### src/hdl/selector_pkg.sv
package selector_pkg;
    // -----------------------------
    // Timing
    // -----------------------------
    localparam int CLK_PERIOD_NS = 25;
    localparam int BREAK_TIME_NS = 250;
    // Least time, so rounded up
    localparam int BREAK_CYCLES = (BREAK_TIME_NS + CLK_PERIOD_NS - 1) / CLK_PERIOD_NS;
    localparam int CNT_W = 4;
    localparam logic [CNT_W-1:0] BREAK_CNT = CNT_W'(BREAK_CYCLES);
    localparam int SENSE_W = 9;
    // Switch drive levels: high turns the P-channel switch off
    localparam logic DRIVE_OFF = 1'b1;
    localparam logic DRIVE_ON = 1'b0;

    // -----------------------------
    // Types
    // -----------------------------
    typedef struct packed {
        logic adapter_sense_ok;
        logic adapter_select_request;
        logic battery_present;
        logic battery_depleted;
        logic battery_deep;
        logic system_voltage_high;
        logic system_sense_grounded;
        logic adapter_switch_on;
        logic battery_switch_on;
    } sense_t;

    typedef enum logic [2:0] {
        ST_OFF = 3'h0,
        ST_ADAPTER = 3'h1,
        ST_BREAK = 3'h3,
        ST_BATTERY = 3'h2,
        ST_TO_ADAPTER = 3'h6
    } sel_state_t;
endpackage

### src/hdl/input_sync.sv
module input_sync
    import selector_pkg::*;
#(
    parameter int WIDTH = 1
)(
    input wire logic clk_in,
    input wire logic reset_in,
    input wire logic [WIDTH-1:0] async_in,
    output logic [WIDTH-1:0] sync_out
);
    logic [WIDTH-1:0] s1_reg, s2_reg, s3_reg, val_reg;
    logic [WIDTH-1:0] val_next;

    // -----------------------------
    // Three stages, accept when last two agree
    // -----------------------------
    always_comb
    begin
        val_next = val_reg;
        for (int i = 0; i < WIDTH; i++)
        begin
            if (s2_reg[i] == s3_reg[i])
                val_next[i] = s3_reg[i];
        end
    end

    // First stage feeds only the second one
    always_ff @(posedge clk_in)
    begin
        if (reset_in)
        begin
            s1_reg <= '0;
            s2_reg <= '0;
            s3_reg <= '0;
            val_reg <= '0;
        end
        else
        begin
            s1_reg <= async_in;
            s2_reg <= s1_reg;
            s3_reg <= s2_reg;
            val_reg <= val_next;
        end
    end

    assign sync_out = val_reg;
endmodule

### src/hdl/power_source_selector.sv
module power_source_selector
    import selector_pkg::*;
#(
    parameter bit SECOND_VARIANT = 1'b0
)(
    input wire logic CORE_CLK_IN,
    input wire logic RESET_IN,
    input wire logic ADAPTER_SENSE_OK_IN,
    input wire logic ADAPTER_SELECT_REQUEST_IN,
    input wire logic BATTERY_PRESENT_IN,
    input wire logic BATTERY_DEPLETED_IN,
    input wire logic BATTERY_DEEP_IN,
    input wire logic SYSTEM_VOLTAGE_HIGH_IN,
    input wire logic SYSTEM_SENSE_GROUNDED_IN,
    input wire logic ADAPTER_SWITCH_ON_IN,
    input wire logic BATTERY_SWITCH_ON_IN,
    output logic ADAPTER_SWITCH_DRIVE_OUT,
    output logic BATTERY_SWITCH_DRIVE_OUT,
    output logic ADAPTER_PRESENT_FLAG_OUT,
    output logic ALARM_OUT,
    output logic CHARGE_SUSPEND_OUT,
    output logic SLEEP_OUT
);
    // -----------------------------
    // Input synchronisation
    // -----------------------------
    sense_t raw;
    sense_t sn;
    logic [SENSE_W-1:0] sync_bits;

    // Comparator results and host select, all asynchronous pins
    always_comb
    begin
        raw.adapter_sense_ok = ADAPTER_SENSE_OK_IN;
        raw.adapter_select_request = ADAPTER_SELECT_REQUEST_IN;
        raw.battery_present = BATTERY_PRESENT_IN;
        raw.battery_depleted = BATTERY_DEPLETED_IN;
        raw.battery_deep = BATTERY_DEEP_IN;
        raw.system_voltage_high = SYSTEM_VOLTAGE_HIGH_IN;
        raw.system_sense_grounded = SYSTEM_SENSE_GROUNDED_IN;
        raw.adapter_switch_on = ADAPTER_SWITCH_ON_IN;
        raw.battery_switch_on = BATTERY_SWITCH_ON_IN;
    end

    input_sync #(
        .WIDTH(SENSE_W)
    ) u_sync (
        .clk_in(CORE_CLK_IN),
        .reset_in(RESET_IN),
        .async_in(raw),
        .sync_out(sync_bits)
    );

    assign sn = sense_t'(sync_bits);

    // -----------------------------
    // Selection decision
    // -----------------------------
    sel_state_t state_reg, state_next;
    logic [CNT_W-1:0] cnt_reg, cnt_next;
    logic lock_reg, lock_next;
    logic present_reg, present_next;
    logic loss_reg, loss_next;
    logic vs_fault_reg, vs_fault_next;
    logic ac_drv_reg, ac_drv_next;
    logic bat_drv_reg, bat_drv_next;
    logic flag_reg, flag_next;
    logic alarm_reg, alarm_next;
    logic suspend_reg, suspend_next;
    logic sleep_reg, sleep_next;
    logic ac, cnt_done, force_ac, go_bat, vs_block, mismatch;

    // Below-threshold sense is loss, whatever the adapter really does
    assign ac = sn.adapter_sense_ok;
    assign cnt_done = (cnt_reg == BREAK_CNT);
    // Grounded sense pin switches the shorted-switch check off
    assign vs_block = ac && sn.system_voltage_high && !sn.system_sense_grounded;

    // Reasons that override a manual battery choice
    always_comb
    begin
        force_ac = 1'b0;
        if (ac)
        begin
            if (!sn.battery_present)
                force_ac = 1'b1;
            else if (SECOND_VARIANT)
                force_ac = sn.battery_depleted || lock_reg;
            else
                force_ac = sn.battery_deep;
        end
    end

    // Battery when adapter lost, or when host holds select low
    assign go_bat = !ac || (!sn.adapter_select_request && !force_ac && !vs_fault_reg);

    // Feedback check only after the switches had time to settle
    always_comb
    begin
        mismatch = 1'b0;
        if (cnt_done && (state_reg == ST_ADAPTER || state_reg == ST_BATTERY))
            mismatch = (sn.adapter_switch_on != (ac_drv_reg == DRIVE_ON))
                || (sn.battery_switch_on != (bat_drv_reg == DRIVE_ON));
    end

    // -----------------------------
    // Selector state machine
    // -----------------------------
    always_comb
    begin
        state_next = state_reg;
        case (state_reg)
            ST_OFF:
            begin
                if (cnt_done)
                    state_next = go_bat ? ST_BATTERY : ST_ADAPTER;
            end
            ST_ADAPTER:
            begin
                if (go_bat)
                    state_next = ST_BREAK;
            end
            ST_BREAK:
            begin
                // Both switches off here before the battery one closes
                if (!go_bat)
                    state_next = ST_ADAPTER;
                else if (cnt_done)
                    state_next = vs_block ? ST_ADAPTER : ST_BATTERY;
            end
            ST_BATTERY:
            begin
                if (!go_bat)
                    state_next = ST_TO_ADAPTER;
            end
            ST_TO_ADAPTER:
            begin
                if (go_bat)
                    state_next = ST_BATTERY;
                else if (cnt_done)
                    state_next = ST_ADAPTER;
            end
            default:
            begin
                state_next = ST_OFF;
            end
        endcase
    end

    // -----------------------------
    // Latches, counter and outputs
    // -----------------------------
    always_comb
    begin
        cnt_next = (state_next != state_reg) ? '0 : (cnt_done ? cnt_reg : cnt_reg + 1'b1);
        present_next = sn.battery_present;
        // In the second variant a reinserted battery stays idle until the adapter goes away
        lock_next = lock_reg;
        if (SECOND_VARIANT && sn.battery_present && !present_reg && ac)
            lock_next = 1'b1;
        else if (!ac)
            lock_next = 1'b0;
        // Blocked switchover is held until the host raises the select request again or the adapter goes away
        vs_fault_next = vs_fault_reg;
        if (state_reg == ST_BREAK && cnt_done && vs_block)
            vs_fault_next = 1'b1;
        else if (sn.adapter_select_request || !ac)
            vs_fault_next = 1'b0;
        // Loss alarm: a new loss wins over a clear in the same cycle
        loss_next = loss_reg;
        if (!ac && (state_reg == ST_ADAPTER || state_reg == ST_BREAK))
            loss_next = 1'b1;
        else if (ac && sn.adapter_select_request)
            loss_next = 1'b0;
        ac_drv_next = (state_next == ST_ADAPTER) ? DRIVE_ON : DRIVE_OFF;
        bat_drv_next = (state_next == ST_BATTERY) ? DRIVE_ON : DRIVE_OFF;
        flag_next = ac;
        alarm_next = sn.battery_depleted || loss_next
            || (!SECOND_VARIANT && (mismatch || vs_fault_next));
        suspend_next = (state_next != ST_ADAPTER);
        sleep_next = !ac;
    end

    // Reset leaves both switches open
    always_ff @(posedge CORE_CLK_IN)
    begin
        if (RESET_IN)
        begin
            state_reg <= ST_OFF;
            cnt_reg <= '0;
            lock_reg <= 1'b0;
            present_reg <= 1'b0;
            vs_fault_reg <= 1'b0;
            loss_reg <= 1'b0;
            ac_drv_reg <= DRIVE_OFF;
            bat_drv_reg <= DRIVE_OFF;
            flag_reg <= 1'b0;
            alarm_reg <= 1'b0;
            suspend_reg <= 1'b1;
            sleep_reg <= 1'b0;
        end
        else
        begin
            state_reg <= state_next;
            cnt_reg <= cnt_next;
            lock_reg <= lock_next;
            present_reg <= present_next;
            vs_fault_reg <= vs_fault_next;
            loss_reg <= loss_next;
            ac_drv_reg <= ac_drv_next;
            bat_drv_reg <= bat_drv_next;
            flag_reg <= flag_next;
            alarm_reg <= alarm_next;
            suspend_reg <= suspend_next;
            sleep_reg <= sleep_next;
        end
    end

    assign ADAPTER_SWITCH_DRIVE_OUT = ac_drv_reg;
    assign BATTERY_SWITCH_DRIVE_OUT = bat_drv_reg;
    assign ADAPTER_PRESENT_FLAG_OUT = flag_reg;
    assign ALARM_OUT = alarm_reg;
    assign CHARGE_SUSPEND_OUT = suspend_reg;
    assign SLEEP_OUT = sleep_reg;
endmodule

### config.mk
export PLATFORM = sky130hd
export DESIGN_NAME = power_source_selector
export DESIGN_NICKNAME = d
export VERILOG_FILES = /design/src/hdl/selector_pkg.sv /design/src/hdl/input_sync.sv /design/src/hdl/power_source_selector.sv
export SDC_FILE = /design/constraint.sdc
export NUM_CORES = 1
export LEC_CHECK = 0
export ABC_AREA = 1
export BUFFER_PORTS_ARGS = -buffer_cell sky130_fd_sc_hd__buf_2
export CAP_MARGIN = 30
export CORE_UTILIZATION = 50
export DETAILED_ROUTE_END_ITERATION = 16
export MAX_ROUTING_LAYER = met4
export PLACE_DENSITY = 0.69
export SETUP_SLACK_MARGIN = 0.2
export SLEW_MARGIN = 40
export SYNTH_ARGS = -nofsm -noshare
export SYNTH_HDL_FRONTEND = slang
export SYNTH_SLANG_ARGS = --single-unit
### constraint.sdc
create_clock -name CORE_CLK_IN -period 2.3 [get_ports CORE_CLK_IN]
set_input_delay 0.23 -clock CORE_CLK_IN [delete_from_list [all_inputs] [get_ports CORE_CLK_IN]]
set_output_delay 0.23 -clock CORE_CLK_IN [all_outputs]
set_load 0.02 [all_outputs]
# After elaboration in Yosys (flattened, before gate mapping)
# Index checks and enable logic that the tools add are counted.
op_classes:
  add_sub_neg: 1
  n_eq_ne: 20
  n_mux: 19
  bitwise: 2
  n_reduce_logical: 24
op_table:
  columns: ["op", "n"]
  rows:
  - ["3-bit 2-to-1 mux", 7]
  - ["3-bit one-hot mux with 5 select lines", 1]
  - ["1-bit equality test", 9]
  - ["3-bit by 2-bit equality test with 1-bit output (second input constant)", 3]
  - ["1-bit logical AND", 9]
  - ["1-bit 2-to-1 mux", 9]
  - ["1-bit logical OR", 8]
  - ["3-bit by 1-bit equality test with 1-bit output (second input constant)", 2]
  - ["1-bit logical NOT", 5]
  - ["4-bit by 1-bit adder with 4-bit output (second input constant)", 1]
  - ["4-bit equality test (second input constant)", 1]
  - ["2-bit 2-to-1 mux", 2]
  - ["3-bit equality test (second input constant)", 1]
  - ["3-bit logical NOT", 1]
  - ["3-bit by 1-bit inequality test with 1-bit output (second input constant)", 1]
  - ["3-bit inequality test", 1]
  - ["1-bit inequality test", 2]
  - ["1-bit NOT", 2]
  - ["2-bit OR reduction", 1]
word_totals:
  register_bits: 51
  output_inout_bits: 6

# Longest topological paths before layout
logic_depth:
  ltp_word: 11
  mapped_depth: 11
  depth_no_buf: 11

# By module
# Synthesis repeated with hierarchy kept, for this count alone.
hier_totals:
  hier_cells: 236
  area_unflattened_um2: 1983.2
modules_own_cells:
  columns: ["mod", "instances", "cells_each", "area_per_inst_um2"]
  rows:
  - ["input_sync", 1, 121, 1126.1]
  - ["power_source_selector", 1, 115, 857.1]

# Worst setup path before layout
# OpenSTA, ideal clock, no wires.
synth_timing:
  kind: "register to register"
  from: "reg cnt_reg[0]"
  to: "reg ac_drv_reg (netlist: ADAPTER_SWITCH_DRIVE_OUT)"
  setup_ps: 120
  t_arrival_ps: 1345
  setup_slack_ps: 835
  path_stages_with_launch: 12
  n_path_buf: 0
  synth_period_minus_slack_ps: 1465
  path_cell_list: "dfxtp_1 inv_1 ha_1 nand2_2 nor2_4 nand2_1 nand3_1 nand2_1 nand2_2 or2_1 nand2_1 or2_1"
synth_between:
  elab_chain_cells: 6
  elab_cells_between_ends: 9
synth_rtl:
  columns: ["item", "line_no", "text"]
  rows:
  - ["from (decl)", "power_source_selector.sv:60", "logic [CNT_W-1:0] cnt_reg, cnt_next;"]
  - ["from (signal assigned)", "power_source_selector.sv:205", "cnt_reg <= cnt_next;"]
  - ["4-bit equality test (*)", "power_source_selector.sv:75", "assign cnt_done = (cnt_reg == BREAK_CNT);"]
  - ["3-bit 2-to-1 mux, on equally long branches", "power_source_selector.sv:140, power_source_selector.sv:128", null]
  - ["3-bit 2-to-1 mux, on equally long branches", "power_source_selector.sv:138, power_source_selector.sv:126", null]
  - ["3-bit one-hot mux with 5 select lines (*)", "power_source_selector.sv:112", "case (state_reg)"]
  - ["3-bit by 1-bit equality test with 1-bit output (*)", "power_source_selector.sv:175", "ac_drv_next = (state_next == ST_ADAPTER) ? DRIVE_ON : DRIVE_OFF;"]
  - ["1-bit 2-to-1 mux (*)", "power_source_selector.sv:175", null]
  - ["to (signal assigned)", "power_source_selector.sv:210", "ac_drv_reg <= ac_drv_next;"]
  - ["to (decl)", "power_source_selector.sv:65", "logic ac_drv_reg, ac_drv_next;"]
# Every way passes the cells marked *; elsewhere a longest branch is shown, timed or not.
# A chain may end at the register's enable or synchronous reset.

# Worst setup path after layout
# Same ends and word-level chain as after synthesis.

==> results.toml <==
[status]
outcome = "finished clean"

[yosys]
yosys.area.top_type_share = 0.5450
async_flop_share = 0
synth_top_cell_by_area = "dfxtp_1"
syn_avg_cell_area_um2 = 8.091
synthTopCellsByCount = "dfxtp_1 (50), nor2_1 (48), inv_1 (40), nand2_1 (17)"
syn_nets = 240
ys_top_cells_by_area = "dfxtp_1 (54%), nor2_1 (9.8%), inv_1 (8.2%)"
synth_cell_types = 27
synth_warnings = 0
ys_seq_elements = 50
yosysSeqAreaShare = 0.5450
synth.cell_area_um2 = 1837
synthMostInstantiatedCell = "dfxtp_1"
syn_inst = 227
ys.flop_type = "dfxtp_1"
synth_edf_count = 0

[critical_path]
crit_path_start_kind = "flop"
cp.arrival_ns = 1.89
critical_path_class = "flop to flop"
worstReg2RegStart = "cnt_reg[0]"
rrSetupSlack_ns = 0.67
r2r_cells = 9
critPathRequiredTime_ns = 2.56
timing.rr.end = "ADAPTER_SWITCH_DRIVE_OUT"
end_kind = "flop"
cp_max_fo = 6

[global_route]
grt_max_degree = 37
antenna_found_initial = 0
grt-ovfl-total = 0
grt_usage = 0.1691
grt_pass1_wl_um = 5092
grt_pass1_vias = 1258

[routing]
met3RoutedLength_um = 109
dr.pass1.iters = 4
drt_iter0_markers = 51
wl_met2_um = 1158
vias = 1334
vias_per_cell = 4.568
highest_layer = "met4"
remaining_drc_errors = 0
wirelength_um = 2699
wl_per_cell_um = 9.243
met1Wirelength_um = 1401
ant_nets = 0

[layout]
nFillCells = 331
fin_nets = 258
seq_area_um2 = 1001
drive_above_1_share = 0.1707
antenna_cells = 0
syn2layout_area_growth_pct = 9.741
multi_input_area_um2 = 631.9
finalNonFillerCells = 292

[power_and_ir_drop]
p_sw_mw = 0.3159
p_seq_frac = 0.653
internal_power_mw = 1.068
peakVddDrop_mv = 0.4537
total_power_mw = 1.384
power.share.combinational = 0.043
power_density_nw_per_um2 = 686.8
leakage_nw = 0.8549
p_clk_frac = 0.304
sw_frac_of_total = 0.2282

[sta]
clock_skew_ns = 0.01077
finalCritPeriodShare = 0.7070
min_period_ns = 1.626
setup_tns_ns = 0
rsz0062_at_grt = "false"
tightest_slew_ns = 0.3438
finalMaxSlewViolations = 0
slew_headroom = 0.7708
setup_slack_ns = 0.6740
setup_viol = 0
fmax_mhz = 615.0
finalHoldViolations = 0

[clock_tree]
clk_latency_ns = 0.36
cts.sinks = 50
htree_levels = 2
post-cts-setup-buffer-count = 0
clk_pin_slew_ns = 0.14
clock_tree.root_cell = "clkbuf_4"
cts_buffers = 5
cts_tree = "built"
clockBufferDepth = 2
post_cts_resized = 0
hold_buffers = 0

[floorplanning]
coreArea_um2 = 3416
die_w_um = 62.61
die_h_um = 62.61
initial_core_util = 0.5377
dieArea_um2 = 3920
ios = 17
placementRows = 21

[worst_hold_path]
min_path_type = "primary input to flop"
min_to = "u_sync.s1_reg[7]"
hold_depth = 3
hp-start = "ADAPTER_SELECT_REQUEST_IN"

[placed_design]
dpl.hpwl_um = 1891
portBuffers = 16
dp.cells = 284
globalplace.congestion = 0.8656
dp_slack_ns = 0.6928

[run]
max_cap_viol_count = 0
worst max-delay path: stages (launching register included):
cell and delay, ns:
dfxtp_1 0.35, inv_1 0.09, ha_1 0.21, nand2_2 0.08
nor2_4 0.14, nand3_1 0.11, a21oi_1 0.15, or2_1 0.15
nand2_1 0.06, or2_1 0.20
power groups by stage:
stage	Combinational (mW)	Clock [mW]	Sequential, mW
floorplan	0.0424	0	0.921
global placement	0.0593	0	0.922
detailed placement	0.0604	0	0.923
CTS	0.0610	0.444	0.904
global route	0.0717	0.475	0.907
finish	0.0600	0.421	0.904
routing by layer:
metal / vias up / GRT usage
met4: 0 / 0.07558
met3: 4 / 0.05474
met5: - / -
met2: 27 / 0.2609
li1: 721 / -
met1: 582 / 0.2005
cell type report:
cell class                 count  share of cell area
sequential                    50              0.4966
timing repair buffer          17             0.04345
clock inverter                 2            0.008070
inverter                      45             0.08442
multi-input combinational    126              0.3135
tap                           46             0.02855
clock buffer                   6             0.02545
per-stage QoR:
step | util | hold WS, ns | instance area, µm²
floorplan | - | 0.3370 | 1837
CTS | 0.5901 | 0.03028 | 2016
global placement | 0.5703 | 0.3886 | 1948
finish | 0.5901 | 0.04930 | 2016
global route | 0.5901 | 0.02078 | 2016
detailed placement | 0.5703 | 0.3939 | 1948
cell families after synthesis:
group	after synthesis	synth area share
compound gates	32	0.09536
xor+xnor	4	0.01908
fa+ha+maj	2	0.01362
buf+inv	51	0.1110
flops	50	0.5450
simple gates	88	0.2159
cell usage in the layout (no fill, tap or decap), drive strengths merged:
master | netlist | layout
clkinv | 1 | 1
nor3 | 4 | 4
o21bai | 1 | 1
ha | 2 | 2
nand3 | 9 | 9
buf | 2 | 17
xnor2 | 3 | 3
a211oi | 3 | 3
or2 | 2 | 2
clkbuf | 4 | 6
nand2 | 21 | 21
nor2 | 51 | 51
o21ai | 14 | 14
xor2 | 1 | 1
inv | 44 | 45
nand4 | 1 | 1
a31oi | 1 | 1
a21oi | 13 | 13
clkinvlp | 0 | 1
dfxtp | 50 | 50
worst max path at each step:
| stage | depth (start not counted) | startpoint | to | slack (ns) |
|---|---|---|---|---|
| after floorplan | 11 | cnt_reg[0] | ADAPTER_SWITCH_DRIVE_OUT | 0.83 |
| after global placement | 9 | cnt_reg[0] | ADAPTER_SWITCH_DRIVE_OUT | 0.76 |
| after detailed placement | 9 | cnt_reg[0] | ADAPTER_SWITCH_DRIVE_OUT | 0.69 |
| after CTS | 9 | cnt_reg[0] | ADAPTER_SWITCH_DRIVE_OUT | 0.66 |
| after global routing | 11 | cnt_reg[0] | ADAPTER_SWITCH_DRIVE_OUT | 0.47 |
| final | 9 | cnt_reg[0] | ADAPTER_SWITCH_DRIVE_OUT | 0.67 |
(Power assumes the default switching activity.)
